===== src/hdl/vlr_sync_pkg.sv =====
package vlr_sync_pkg;
   // -------------------------------------------------------------------
   // widths and frame geometry (in symbols)
   // -------------------------------------------------------------------
   localparam int CNT_W = 16;
   localparam int MULT_W = 4;
   localparam int LIM_W = CNT_W + MULT_W;
   localparam int EST_W = 16;
   localparam int BIN_W = 4;
   localparam int SEG_CNT_W = 12;
   localparam int HDR_SYMS = 90;
   localparam int KNOWN_SYMS = 64;
   localparam int ACQ_SYMS = 1476;
   localparam int PAY_SYMS = 256;
   localparam int ACQ_MIN_MATCH = 1400;
   localparam int NUM_BINS = 16;
   // symbol strobe: one symbol every SYM_DIV system clocks
   localparam int SYM_DIV = 4;
   // -------------------------------------------------------------------
   // scrambler
   // -------------------------------------------------------------------
   localparam int LFSR_W = 15;
   localparam logic [LFSR_W-1:0] LFSR_SEED = 15'h4a5b;
   // snr in quarter-dB steps, signed: -4 dB
   localparam logic signed [7:0] SNR_OFF_QDB = 8'hf0;

   typedef enum logic [1:0] {
      KIND_STD, KIND_VLR, KIND_VLR_DUMMY, KIND_SYNC_DUMMY
   } frame_kind_type;

   typedef enum logic [1:0] {
      SEG_HDR, SEG_KNOWN, SEG_ACQ, SEG_PAY
   } seg_type;

   typedef enum logic [1:0] {
      RX_WAIT_LOCK, RX_TRACK, RX_STEP
   } rx_state_type;

   function automatic logic [LFSR_W-1:0] lfsr_next(
      input logic [LFSR_W-1:0] s);
      lfsr_next = {s[LFSR_W-2:0], s[LFSR_W-1] ^ s[LFSR_W-2]};
   endfunction

   function automatic logic [SEG_CNT_W-1:0] seg_last(input seg_type s);
      case (s)
         SEG_HDR: seg_last = SEG_CNT_W'(HDR_SYMS - 1);
         SEG_KNOWN: seg_last = SEG_CNT_W'(KNOWN_SYMS - 1);
         SEG_ACQ: seg_last = SEG_CNT_W'(ACQ_SYMS - 1);
         default: seg_last = SEG_CNT_W'(PAY_SYMS - 1);
      endcase
   endfunction
endpackage


===== src/hdl/frame_link_if.sv =====
`timescale 1ns/1ps
`default_nettype none
interface frame_link_if import vlr_sync_pkg::*; ();
   logic sym_stb;
   logic hdr_start;
   logic sym_bit;
   frame_kind_type kind;
   seg_type seg;

   modport modulator(output sym_stb, hdr_start, sym_bit, kind, seg);
   modport demodulator(input sym_stb, hdr_start, sym_bit, kind, seg);
endinterface
`default_nettype wire


===== src/hdl/vlr_demodulator_end.sv =====
// Contract
// - tx inserts low-ratio dummy after n plain frames
// - rx reacquires when locked but nothing seen
// - step search dwells multiple of n frames
// - step to next bin on dwell timeout
// - header correlator off below -4 dB
// - header detections update carrier, rate, timing estimates
// - sync dummy: header, known block, acquisition header
// - acquisition header is exactly 1476 symbols
// - sync dummy waveform is scrambled
// - detect low-ratio headers or skip their containers
// - sync dummy precedes each back-to-back low-ratio group
// - sync dummy carriers: no low-ratio dummies, random fill (tx sends zeros in the payload of the first frame after reset)
`timescale 1ns/1ps
`default_nettype none
module vlr_demodulator_end import vlr_sync_pkg::*; (
   input wire logic sys_clk_i,
   input wire logic rst_i,
   input wire logic step_mode_i,
   input wire logic vlr_support_i,
   input wire logic freq_locked_i,
   input wire logic [CNT_W-1:0] frame_n_i,
   input wire logic [MULT_W-1:0] timeout_mult_i,
   input wire logic [MULT_W-1:0] dwell_mult_i,
   input wire logic signed [7:0] snr_qdb_i,
   input wire logic det_valid_i,
   input wire logic [EST_W-1:0] det_carrier_i,
   input wire logic [EST_W-1:0] det_rate_i,
   input wire logic [EST_W-1:0] det_timing_i,
   output logic reacq_o,
   output logic bin_step_o,
   output logic [BIN_W-1:0] bin_o,
   output logic corr_en_o,
   output logic [EST_W-1:0] carrier_est_o,
   output logic [EST_W-1:0] rate_est_o,
   output logic [EST_W-1:0] timing_est_o,
   output logic vlr_det_o,
   output logic sync_lock_o,
   output logic skip_o,
   output logic [1:0] state_o,
   frame_link_if.demodulator link
);
   // -------------------------------------------------------------------
   // header classification
   // -------------------------------------------------------------------
   logic vlr_hdr, hdr_seen;
   frame_kind_type kind_ff;
   logic skip_ff, vdet_ff;

   assign hdr_seen = link.sym_stb && link.hdr_start;
   assign vlr_hdr = hdr_seen &&
      (link.kind == KIND_VLR || link.kind == KIND_VLR_DUMMY);

   always_ff @(posedge sys_clk_i or posedge rst_i) begin
      if (rst_i) begin
         kind_ff <= KIND_STD;
         skip_ff <= 1'b0;
         vdet_ff <= 1'b0;
      end else begin
         vdet_ff <= vlr_hdr && vlr_support_i;
         if (hdr_seen) begin
            kind_ff <= link.kind;
            // without support the whole container is passed over
            skip_ff <= vlr_hdr && !vlr_support_i;
         end
      end
   end

   assign vlr_det_o = vdet_ff;
   assign skip_o = skip_ff;

   // -------------------------------------------------------------------
   // long acquisition header correlation
   // -------------------------------------------------------------------
   logic [LFSR_W-1:0] lfsr_ff;
   logic [SEG_CNT_W-1:0] acq_cnt_ff, match_ff, match_now;
   logic exp_bit, acq_sym, acq_last, lock_ff;

   // the scrambler restarts with every frame, as on the sending side
   assign exp_bit = link.hdr_start ? LFSR_SEED[0] : lfsr_ff[0];
   assign acq_sym = link.sym_stb && !link.hdr_start &&
      link.seg == SEG_ACQ && kind_ff == KIND_SYNC_DUMMY;
   assign acq_last = acq_sym &&
      acq_cnt_ff == SEG_CNT_W'(ACQ_SYMS - 1);
   assign match_now = match_ff +
      SEG_CNT_W'(link.sym_bit == exp_bit);

   always_ff @(posedge sys_clk_i or posedge rst_i) begin
      if (rst_i) begin
         lfsr_ff <= LFSR_SEED;
      end else if (link.sym_stb) begin
         lfsr_ff <= lfsr_next(link.hdr_start ? LFSR_SEED : lfsr_ff);
      end
   end

   always_ff @(posedge sys_clk_i or posedge rst_i) begin
      if (rst_i) begin
         acq_cnt_ff <= '0;
         match_ff <= '0;
         lock_ff <= 1'b0;
      end else begin
         lock_ff <= acq_last &&
            match_now >= SEG_CNT_W'(ACQ_MIN_MATCH);
         if (hdr_seen) begin
            acq_cnt_ff <= '0;
            match_ff <= '0;
         end else if (acq_sym) begin
            acq_cnt_ff <= acq_cnt_ff + 1'b1;
            match_ff <= match_now;
         end
      end
   end

   assign sync_lock_o = lock_ff;

   // -------------------------------------------------------------------
   // frame-count timer
   // -------------------------------------------------------------------
   logic [LIM_W-1:0] frm_ff, timeout_lim, dwell_lim;
   logic found, tmo_hit, dwell_hit, clr;
   rx_state_type state_ff;

   // a sync dummy lock counts as a sighting as well
   assign found = (vlr_hdr && vlr_support_i) || lock_ff;
   assign timeout_lim = LIM_W'(frame_n_i * timeout_mult_i);
   assign dwell_lim = LIM_W'(frame_n_i * dwell_mult_i);
   assign tmo_hit = !found && frm_ff >= timeout_lim;
   assign dwell_hit = !found && frm_ff >= dwell_lim;
   assign clr = found ||
      (state_ff == RX_TRACK && tmo_hit) ||
      (state_ff == RX_STEP && dwell_hit) ||
      (state_ff == RX_WAIT_LOCK);

   always_ff @(posedge sys_clk_i or posedge rst_i) begin
      if (rst_i) begin
         frm_ff <= '0;
      end else if (clr) begin
         frm_ff <= '0;
      end else if (hdr_seen && frm_ff != '1) begin
         frm_ff <= frm_ff + 1'b1;
      end
   end

   // -------------------------------------------------------------------
   // acquisition supervisor
   // -------------------------------------------------------------------
   logic reacq_ff, step_ff;
   logic [BIN_W-1:0] bin_ff, bin_inc;

   assign bin_inc = (bin_ff == BIN_W'(NUM_BINS - 1)) ?
      '0 : bin_ff + 1'b1;

   always_ff @(posedge sys_clk_i or posedge rst_i) begin
      if (rst_i) begin
         state_ff <= RX_WAIT_LOCK;
         reacq_ff <= 1'b0;
         step_ff <= 1'b0;
         bin_ff <= '0;
      end else begin
         reacq_ff <= 1'b0;
         step_ff <= 1'b0;
         case (state_ff)
            RX_WAIT_LOCK: begin
               if (step_mode_i) begin
                  state_ff <= RX_STEP;
               end else if (freq_locked_i) begin
                  state_ff <= RX_TRACK;
               end
            end
            RX_TRACK: begin
               if (tmo_hit) begin
                  if (step_mode_i) begin
                     state_ff <= RX_STEP;
                     bin_ff <= bin_inc;
                     step_ff <= 1'b1;
                  end else begin
                     // likely locked to a neighbour carrier
                     state_ff <= RX_WAIT_LOCK;
                     reacq_ff <= 1'b1;
                  end
               end
            end
            RX_STEP: begin
               if (!step_mode_i) begin
                  state_ff <= RX_WAIT_LOCK;
               end else if (found) begin
                  state_ff <= RX_TRACK;
               end else if (dwell_hit) begin
                  bin_ff <= bin_inc;
                  step_ff <= 1'b1;
               end
            end
            default: state_ff <= RX_WAIT_LOCK;
         endcase
      end
   end

   assign reacq_o = reacq_ff;
   assign bin_step_o = step_ff;
   assign bin_o = bin_ff;
   assign state_o = state_ff;

   // -------------------------------------------------------------------
   // header correlator gate and header loop
   // -------------------------------------------------------------------
   logic corr_ff;
   logic [EST_W-1:0] car_ff, rate_ff, tim_ff;

   // equal to the threshold keeps the old state: a little hysteresis
   always_ff @(posedge sys_clk_i or posedge rst_i) begin
      if (rst_i) begin
         corr_ff <= 1'b0;
      end else if (snr_qdb_i < SNR_OFF_QDB) begin
         corr_ff <= 1'b0;
      end else if (snr_qdb_i > SNR_OFF_QDB) begin
         corr_ff <= 1'b1;
      end
   end

   always_ff @(posedge sys_clk_i or posedge rst_i) begin
      if (rst_i) begin
         car_ff <= '0;
         rate_ff <= '0;
         tim_ff <= '0;
      end else if (det_valid_i && corr_ff) begin
         car_ff <= det_carrier_i;
         rate_ff <= det_rate_i;
         tim_ff <= det_timing_i;
      end
   end

   assign corr_en_o = corr_ff;
   assign carrier_est_o = car_ff;
   assign rate_est_o = rate_ff;
   assign timing_est_o = tim_ff;
endmodule
`default_nettype wire


===== src/flat_wrapper.sv =====
// flat-port wrapper written by rule: the top's interface ports become plain ports
module vlr_demodulator_end_flat import vlr_sync_pkg::*;
  (sys_clk_i, rst_i, step_mode_i, vlr_support_i, freq_locked_i, frame_n_i, timeout_mult_i, dwell_mult_i, snr_qdb_i, det_valid_i, det_carrier_i, det_rate_i, det_timing_i, reacq_o, bin_step_o, bin_o, corr_en_o, carrier_est_o, rate_est_o, timing_est_o, vlr_det_o, sync_lock_o, skip_o, state_o, link_sym_stb, link_hdr_start, link_sym_bit, link_kind, link_seg);
  frame_link_if link_i ();
  input wire logic sys_clk_i;
  input wire logic rst_i;
  input wire logic step_mode_i;
  input wire logic vlr_support_i;
  input wire logic freq_locked_i;
  input wire logic [CNT_W-1:0] frame_n_i;
  input wire logic [MULT_W-1:0] timeout_mult_i;
  input wire logic [MULT_W-1:0] dwell_mult_i;
  input wire logic signed [7:0] snr_qdb_i;
  input wire logic det_valid_i;
  input wire logic [EST_W-1:0] det_carrier_i;
  input wire logic [EST_W-1:0] det_rate_i;
  input wire logic [EST_W-1:0] det_timing_i;
  output logic reacq_o;
  output logic bin_step_o;
  output logic [BIN_W-1:0] bin_o;
  output logic corr_en_o;
  output logic [EST_W-1:0] carrier_est_o;
  output logic [EST_W-1:0] rate_est_o;
  output logic [EST_W-1:0] timing_est_o;
  output logic vlr_det_o;
  output logic sync_lock_o;
  output logic skip_o;
  output logic [1:0] state_o;
  input wire logic [$bits(link_i.sym_stb)-1:0] link_sym_stb;
  input wire logic [$bits(link_i.hdr_start)-1:0] link_hdr_start;
  input wire logic [$bits(link_i.sym_bit)-1:0] link_sym_bit;
  input wire logic [$bits(link_i.kind)-1:0] link_kind;
  input wire logic [$bits(link_i.seg)-1:0] link_seg;
  assign link_i.sym_stb = link_sym_stb;
  assign link_i.hdr_start = link_hdr_start;
  assign link_i.sym_bit = link_sym_bit;
  assign link_i.kind = link_kind;
  assign link_i.seg = link_seg;
  vlr_demodulator_end u_core (.sys_clk_i(sys_clk_i), .rst_i(rst_i), .step_mode_i(step_mode_i), .vlr_support_i(vlr_support_i), .freq_locked_i(freq_locked_i), .frame_n_i(frame_n_i), .timeout_mult_i(timeout_mult_i), .dwell_mult_i(dwell_mult_i), .snr_qdb_i(snr_qdb_i), .det_valid_i(det_valid_i), .det_carrier_i(det_carrier_i), .det_rate_i(det_rate_i), .det_timing_i(det_timing_i), .reacq_o(reacq_o), .bin_step_o(bin_step_o), .bin_o(bin_o), .corr_en_o(corr_en_o), .carrier_est_o(carrier_est_o), .rate_est_o(rate_est_o), .timing_est_o(timing_est_o), .vlr_det_o(vlr_det_o), .sync_lock_o(sync_lock_o), .skip_o(skip_o), .state_o(state_o), .link(link_i));
endmodule

===== config.mk =====
export PLATFORM = sky130hd
export DESIGN_NAME = vlr_demodulator_end_flat
export DESIGN_NICKNAME = d
export VERILOG_FILES = /design/src/hdl/vlr_sync_pkg.sv /design/src/hdl/frame_link_if.sv /design/src/hdl/vlr_demodulator_end.sv /design/src/flat_wrapper.sv
export SDC_FILE = /design/constraint.sdc
export NUM_CORES = 1
export LEC_CHECK = 0
export BUFFER_PORTS_ARGS = -buffer_cell sky130_fd_sc_hd__buf_2
export CORE_UTILIZATION = 45
export DETAILED_ROUTE_END_ITERATION = 10
export PLACE_DENSITY = 0.66
export SYNTH_ARGS = -nofsm -noshare
export SYNTH_HDL_FRONTEND = slang
export SYNTH_SLANG_ARGS = --single-unit

===== constraint.sdc =====
create_clock -name sys_clk_i -period 4.3 [get_ports sys_clk_i]
set_clock_uncertainty 0.1 [all_clocks]
set_input_delay 0 -clock sys_clk_i [delete_from_list [all_inputs] [get_ports sys_clk_i]]
set_output_delay 0 -clock sys_clk_i [all_outputs]
set_load 0.05 [all_outputs]

==> flow_metrics.py, run 1 <==
metrics = {
    "clock_network": {
        "cts.root.buffer_cell": "clkbuf_16",
        "maximum_level_of_the_cts_h_tree": 4,
        "clk_path_buf_depth": 2,
        "tritoncts": "yes",
        "number_of_buffers_created_by_cts": 17,
        "cts.sinks": 121,
        "clk-insertion-delay-late_ns": 0.41,
        "clk_pin_slew_ns": 0.06,
    },
    "synthesis": {
        "syn_inst": 1078,
        "largest_family_of_logic_cells_by_synthesized_area": "adder cells",
        "synth-compound-area-share_pct": 11.0,
        "synth_cell_types": 59,
        "synth_sequential_area_ratio_pct": 30.4,
        "fraction_of_synthesis_flops_using_an_asynchronous_set_or_reset_pin_pct": 100,
        "postSynthRegisterBits": 121,
        "synth_fa_ha_area_share_pct": 23.2,
        "dominantRegCellSynth": "dfrtp_1",
        "yosys_warnings": 0,
        "synthesis.area_per_instance_um2": 9.27,
        "synth_mux_area_share_pct": 6.05,
        "syn-num-nets": 1323,
        "mappedNetlistArea_um2": 9990,
        "simple_gate_share_of_the_synthesized_area_pct": 18.0,
        "synth_edf_count": 0,
        "synth_xor_xnor_area_share_pct": 5.61,
    },
    "sta": {
        "final_critical_path_setup_slack_ns": -0.226,
        "final-hold-violation-count": 0,
        "maxSlewViolCount": 0,
        "setup_total_negative_slack_ns": -4.80,
        "maxSlewHeadroom_pct": 26.2,
        "post-route-min-period_ns": 4.53,
        "fmax_mhz": 221,
        "post-route-period-util_pct": 105,
        "grt_setup_unrepaired": "true",
        "report.final.setup_viol": 26,
        "tightest_slew_ns": 1.10,
    },
    "setup_path": {
        "r2r-start": "u_core.lfsr_ff[0]",
        "start_kind": "input pin",
        "worst_r2r_path_depth": 12,
        "cp_max_fo": 6,
        "critPathArrivalTime_ns": 4.76,
        "timing.critical_path.slowest_stage_cell": "fa_1",
        "regToRegEndpoint": "u_core.sync_lock_o",
        "timing.critical_path.slowest_cell_delay_ns": 0.54,
        "count_of_buffering_cells_on_the_critical_path_with_inverters_included": 5,
        "timing.critical_path.cells": "buf_8 > and2_4 > fa_1 > inv_2 > fa_1 > inv_2 > ha_4 > a21o_1 > a21oi_4 > nor2b_2 > o41a_1 > a311o_1 > a41o_1 > a21oi_2 > xor2_1 > ha_1 > and4_4 > a221oi_2 > buf_4 > o21ai_2 > a211oi_2 > nand2_2 > clkbuf_16 > nor2_4",
        "family_with_the_most_delay_on_the_worst_path": "compound AO/OA/AOI/OAI gates",
        "setup.reg_to_reg.worst_slack_ns": 1.32,
        "critical_path.endpoint_type": "flop",
        "critPathRequiredTime_ns": 4.54,
        "worstSetupPathType": "input pin to flop",
    },
    "floorplanning": {
        "initial_utilization_pct": 45.8,
        "die_height_um": 151,
        "io-pin-count": 153,
        "fp-row-count": 54,
        "fp.coreArea_um2": 21800,
        "die_x_um": 151,
        "design.die.area_um2": 22800,
    },
    "final_layout": {
        "fraction_of_layout_cells_with_a_size_suffix_above_1_pct": 34.0,
        "synthToLayoutAreaGrowth_pct": 39.1,
        "fill_cells": 1719,
        "antenna_cells_inserted": 0,
        "design.final.nets": 1654,
        "postLayoutCellArea_um2": 13900,
    },
    "grt": {
        "largest_net_degree_at_the_start_of_global_routing": 83,
        "globalRoute.totalOverflow": 0,
        "top_usage_layer": "met2",
        "track_usage_pct": 22.8,
        "via_count_of_the_first_global_routing_pass": 8866,
        "groute.layer.met3.usage_pct": 2.92,
        "grt.met1_usage_pct": 27.3,
        "antenna_found_initial": 0,
        "grt_pass1_wl_um": 41300,
        "met2_usage_pct": 42.5,
    },
    "drt": {
        "detail_route.iter0.violations": 258,
        "routed_via_density": 5.12,
        "number_of_iterations_in_the_first_detailed_routing_pass": 5,
        "detail_route.wirelength_um": 25400,
        "num_vias": 8712,
        "drcViolationCount": 0,
        "drtAntennaViolNets": 0,
        "wl_per_cell_um": 14.9,
    },
    "place": {
        "hpwlAfterDp_um": 18000,
        "place_area_um2": 11900,
        "place_congestion": 0.842,
        "port_buffers": 152,
    },
    "min_path": {
        "timing.hold.worst.class": "input pin to flop",
        "min_to": "u_core.match_ff[0]",
        "min_delay_startpoint": "link_sym_bit",
        "hold_critical_path_depth": 5,
    },
    "outcome": {
        "status": "finished with violations",
        "violations": "setup timing",
    },
    "power": {
        "vdd.ir_drop.worst_v": 0.000309,
        "standby_leakage_power_nw": 6.90,
        "cellPowerDensity_nw_per_um2": 389,
    },
    "run": {
        "max_cap_viol_count": 0,
    },
}
==> cells by family after synthesis <==
group,Yosys count
multiplexers,54
adder cells (fa/ha/maj),152
flip-flops,121
XOR/XNOR,64
AO/OA/AOI/OAI,171
AND/OR/NAND/NOR,364
buffers and inverters,152
==> cells in the mapped netlist, drive strengths merged, types with 10 or more instances <==
| master | number | area (um2) |
|---|---|---|
| a21o | 21 | 158 |
| a21oi | 50 | 258 |
| and2 | 91 | 569 |
| and3 | 15 | 93.8 |
| clkbuf | 20 | 75.1 |
| dfrtp | 113 | 2830 |
| fa | 56 | 1120 |
| ha | 96 | 1200 |
| inv | 127 | 477 |
| mux2 | 51 | 574 |
| nand2 | 104 | 390 |
| nand3 | 27 | 135 |
| nor2 | 79 | 297 |
| nor3 | 10 | 50.1 |
| o21ai | 46 | 230 |
| xnor2 | 26 | 228 |
| xor2 | 38 | 333 |
==> sequential cells by signal, summed over array words and instances (netlist names), 4 cells and up <==
| name | count |
|---|---|
| u_core.timing_est_o | 16 |
| u_core.carrier_est_o | 16 |
| u_core.lfsr_ff | 15 |
| u_core.frm_ff | 20 |
| u_core.bin_o | 4 |
| u_core.acq_cnt_ff | 12 |
| u_core.rate_est_o | 16 |
| u_core.match_ff | 12 |
==> through the flow <==
| stage | cells | utilization (%) | worst slack [ns] | hold WS (ns) | total power [mW] |
|---|---|---|---|---|---|
| final | 1702 | 63.7 | -0.226 | 0.0727 | 5.41 |
| after detailed placement | 1593 | 54.6 | -0.958 | 0.0635 | 3.60 |
| after global routing | 1702 | 63.7 | -0.444 | 0.122 | 5.76 |
| after CTS | 1691 | 61.9 | -0.208 | 0.0710 | 5.23 |
| after floorplan | 1078 | - | -0.439 | -0.0315 | 2.87 |
| after global placement | 1593 | 54.6 | -0.824 | 0.0592 | 3.56 |
==> layout by cell type (no fill, tap or decap), types with 38 or more instances in the layout <==
cell type and instances:
buf_2 141, and2_1 78, ha_1 80, dlygate4sd3_1 57, dfrtp_1 113, inv_1 117
fa_1 54, buf_4 123, nor2_1 67, xor2_1 38, nand2_1 95, mux2_2 49
==> how the worst max path moves through the flow <==
| stage | from | to | cells past startpoint |
|---|---|---|---|
| after floorplan | dwell_mult_i[3] | u_core.bin_o[3] | 22 |
| after global placement | timeout_mult_i[2] | u_core.bin_o[3] | 22 |
| after detailed placement | frame_n_i[2] | u_core.bin_o[3] | 23 |
| after CTS | frame_n_i[1] | u_core.bin_o[1] | 22 |
| after global routing | frame_n_i[3] | u_core.bin_o[3] | 24 |
| final | frame_n_i[1] | u_core.frm_ff[17] | 24 |
==> per-layer routing <==
metal	wire (um)	vias to the layer above
met1	10700	4263
met2	13600	152
met3	727	35
met4	385	0
met5	0	-
li1	-	4262
==> final cells by class <==
cell class                 count  area, um2  area share, %
multi-input combinational    805       6970           50.1
sequential                   121       3040           21.9
timing repair buffer         337       2460           17.7
inverter                     127        479           3.45
clock buffer                  19        453           3.26
tap                          280        350           2.52
clock inverter                13        148           1.06
==> worst reg2reg max path: cells and delay by family, from the launching register on <==
| kind | cells | cell delay (ns) |
|---|---|---|
| mux | 1 | 0.27 |
| simple gates | 4 | 0.86 |
| compound gates | 4 | 0.52 |
| flops | 1 | 0.53 |
| fa+ha+maj | 2 | 0.42 |
| xor+xnor | 1 | 0.20 |
==> where the power goes <==
part | switching [mW] | internal [mW]
combinational | 1.46 | 1.16
clock | 0.536 | 0.887
sequential | 0.0902 | 1.27
total | 2.09 | 3.32
==> what timing repair did <==
action / CTS / global route
gates cloned: 0 / 3
hold buffers: 57 / 0
hold endpoints to repair: 145 / 0
resized for setup: 77 / 71
pin swaps: 45 / 39
buffers inserted: 9 / 8
setup endpoints to repair: 28 / 28
Note: power is estimated with default switching activity, not from simulation.
==> run 2: changes to the inputs <==
--- a/config.mk
+++ b/config.mk
@@ -5,10 +5,10 @@
 export SDC_FILE = /design/constraint.sdc
 export NUM_CORES = 1
 export LEC_CHECK = 0
-export BUFFER_PORTS_ARGS = -buffer_cell sky130_fd_sc_hd__buf_2
+export ABC_AREA = 1
 export CORE_UTILIZATION = 45
 export DETAILED_ROUTE_END_ITERATION = 10
-export PLACE_DENSITY = 0.66
+export DONT_BUFFER_PORTS = 1
 export SYNTH_ARGS = -nofsm -noshare
 export SYNTH_HDL_FRONTEND = slang
 export SYNTH_SLANG_ARGS = --single-unit
==> flow_metrics.py, run 2 <==
metrics = {
    "sta": {
        "report.final.setup_viol": 0,
        "fmax_mhz": 257,
        "maxSlewHeadroom_pct": 28.3,
        "post-route-min-period_ns": 3.88,
        "final-hold-violation-count": 0,
        "tightest_slew_ns": 1.07,
        "grt_setup_unrepaired": "false",
        "setup_total_negative_slack_ns": 0,
        "maxSlewViolCount": 0,
        "post-route-period-util_pct": 90.3,
        "whs_ns": 0.173,
    },
    "clock_network": {
        "maximum_level_of_the_cts_h_tree": 4,
        "cts.sinks": 121,
        "clk_path_buf_depth": 2,
        "number_of_buffers_created_by_cts": 17,
        "cts.root.buffer_cell": "clkbuf_16",
        "clk_pin_slew_ns": 0.06,
        "tritoncts": "yes",
        "clk-insertion-delay-late_ns": 0.41,
    },
    "power": {
        "total_power_mw": 4.83,
        "vdd.ir_drop.worst_v": 0.000301,
        "standby_leakage_power_nw": 6.78,
        "cellPowerDensity_nw_per_um2": 386,
    },
    "setup_path": {
        "cp.depth": 25,
        "setup.reg_to_reg.worst_slack_ns": 1.67,
        "critical_path.endpoint_type": "flop",
        "count_of_buffering_cells_on_the_critical_path_with_inverters_included": 3,
        "cp_max_fo": 16,
        "start_kind": "input pin",
        "worstSetupPathType": "input pin to flop",
        "critical_path.startpoint": "dwell_mult_i[3]",
        "family_with_the_most_delay_on_the_worst_path": "adder cells",
        "worst_r2r_path_depth": 13,
        "timing.critical_path.slowest_cell_delay_ns": 0.53,
        "crit_end": "u_core.bin_o[0]",
        "critPathRequiredTime_ns": 4.49,
        "timing.critical_path.slowest_stage_cell": "fa_1",
        "r2r-start": "u_core.lfsr_ff[0]",
        "critPathArrivalTime_ns": 4.08,
        "crit_top_cell": "nand2_1",
        "regToRegEndpoint": "u_core.sync_lock_o",
    },
    "synthesis": {
        "synth_area_leader_cell": "dfrtp_1",
        "synth_top_cells_by_count": "nand2_1, inv_1, dfrtp_1, ha_1, nor2_1",
        "syn-num-nets": 1665,
        "postSynthRegisterBits": 121,
        "yosys-top-cells-area": "dfrtp_1, nand2_1, ha_1",
        "fraction_of_synthesis_flops_using_an_asynchronous_set_or_reset_pin_pct": 100,
        "synth_top_cell_area_share_pct": 26.0,
        "syn_inst": 1420,
        "synth_edf_count": 0,
        "mappedNetlistArea_um2": 10900,
        "synth_cell_types": 49,
        "yosys_warnings": 0,
        "yosys.cell_count.top_type": "nand2_1",
        "synth_sequential_area_ratio_pct": 27.9,
        "synthesis.area_per_instance_um2": 7.66,
        "dominantRegCellSynth": "dfrtp_1",
    },
    "floorplanning": {
        "fp.coreArea_um2": 23600,
        "design.die.area_um2": 24800,
        "fp-row-count": 56,
        "io-pin-count": 153,
        "die_height_um": 157,
        "initial_utilization_pct": 46.1,
        "die_x_um": 157,
    },
    "final_layout": {
        "commonest_non_fill_non_tap_cell_in_the_layout": "nand2_1",
        "antenna_cells_inserted": 0,
        "postLayoutCellArea_um2": 12500,
        "most-common-layout-cells": "nand2_1, inv_1, dfrtp_1",
        "flip_flop_count_of_the_largest_register_all_copies_and_words_added": 20,
        "top_register": "u_core.frm_ff",
        "design.final.nets": 1721,
        "fraction_of_layout_cells_with_a_size_suffix_above_1_pct": 10.1,
        "synthToLayoutAreaGrowth_pct": 14.9,
    },
    "drt": {
        "drcViolationCount": 0,
        "detail_route.wirelength_um": 25300,
        "detail_route.iter0.violations": 420,
        "routed_via_density": 4.88,
        "num_vias": 8832,
        "drtAntennaViolNets": 0,
        "number_of_iterations_in_the_first_detailed_routing_pass": 5,
        "wl_per_cell_um": 14.0,
    },
    "place": {
        "port_buffers": 0,
        "hpwlAfterDp_um": 19200,
        "place_congestion": 0.885,
        "place_area_um2": 11300,
    },
    "min_path": {
        "hold_critical_path_depth": 2,
        "timing.hold.worst.class": "input pin to flop",
    },
    "grt": {
        "grt_pass1_wl_um": 42000,
        "via_count_of_the_first_global_routing_pass": 8881,
        "largest_net_degree_at_the_start_of_global_routing": 79,
        "track_usage_pct": 21.3,
        "antenna_found_initial": 0,
        "globalRoute.totalOverflow": 0,
    },
    "run": {
        "max_cap_viol_count": 0,
    },
    "outcome": {
        "status": "finished, final reports clean",
    },
}
## run 2: cell types whose count changed after synthesis, moves of 9 or more
cell	change
nand3_1	+23
clkbuf_1	+17
nor2_2	+16
xnor2_1	-10
nand2_1	+249
inv_1	+176
nand2b_1	-9
and3_1	-13
a21o_1	-16
nand4_1	+9
o22ai_1	+10
and2_1	-88
## run 2: power by group
part           internal (mW)  switching (mW)
combinational          0.697           0.923
clock                  0.929           0.555
sequential              1.26           0.464
## run 2: kinds of logic after synthesis
logic type      synth area share (%)
flops                           27.9
compound gates                  7.34
xor+xnor                        4.19
buf+inv                         12.6
fa+ha+maj                       21.3
simple gates                    21.7
mux                             4.97
## run 2: worst register-to-register path: cells and delay by family, from the launching register on
kind                       cells  cell delay [ns]
and+or+nand+nor                9             0.98
xor gates and xnor gates       2             0.35
adders and majority gates      2             0.56
DFF                            1             0.52
## run 2: repair_timing
action | 4_1_cts | 5_1_grt
setup endpoints to repair | 0 | 20
hold endpoints to repair | 164 | 0
setup buffers | 0 | 0
gates resized for setup | 0 | 1
hold buffers | 63 | 0
## run 2: worst min path at each step
stage                     start                      end  slack (ns)
3_5_place_dp       link_sym_stb        u_core.lfsr_ff[6]       -0.02
6_report         det_rate_i[10]    u_core.rate_est_o[10]        0.17
2_1_floorplan      snr_qdb_i[7]         u_core.corr_en_o       -0.02
5_1_grt          det_rate_i[10]    u_core.rate_est_o[10]        0.16
4_1_cts        det_timing_i[12]  u_core.timing_est_o[12]        0.15
3_3_place_gp       link_sym_stb        u_core.lfsr_ff[3]       -0.02
## run 2: metal layers
layer	GRT usage, %	part of all wire [%]
met1	27.4	46
met2	37.4	50
met3	3.74	3.6
met4	4.44	1.2
met5	0	0
## run 2: per-stage QoR
stage	instances	setup slack [ns]	util, %
2_1_floorplan	1420	0.0000249	-
3_3_place_gp	1713	0.0474	47.7
4_1_cts	1808	0.402	52.9
6_report	1808	0.415	52.9
5_1_grt	1808	0.00823	52.9
3_5_place_dp	1713	-0.00368	47.7
## run 2: layout make-up
class,count,area [um2]
sequential,121,3040
clock inverter,14,188
timing repair buffer,83,806
clock buffer,18,429
multi-input combinational,943,6470
fill,2264,11100
tap,319,399
inverter,310,1170
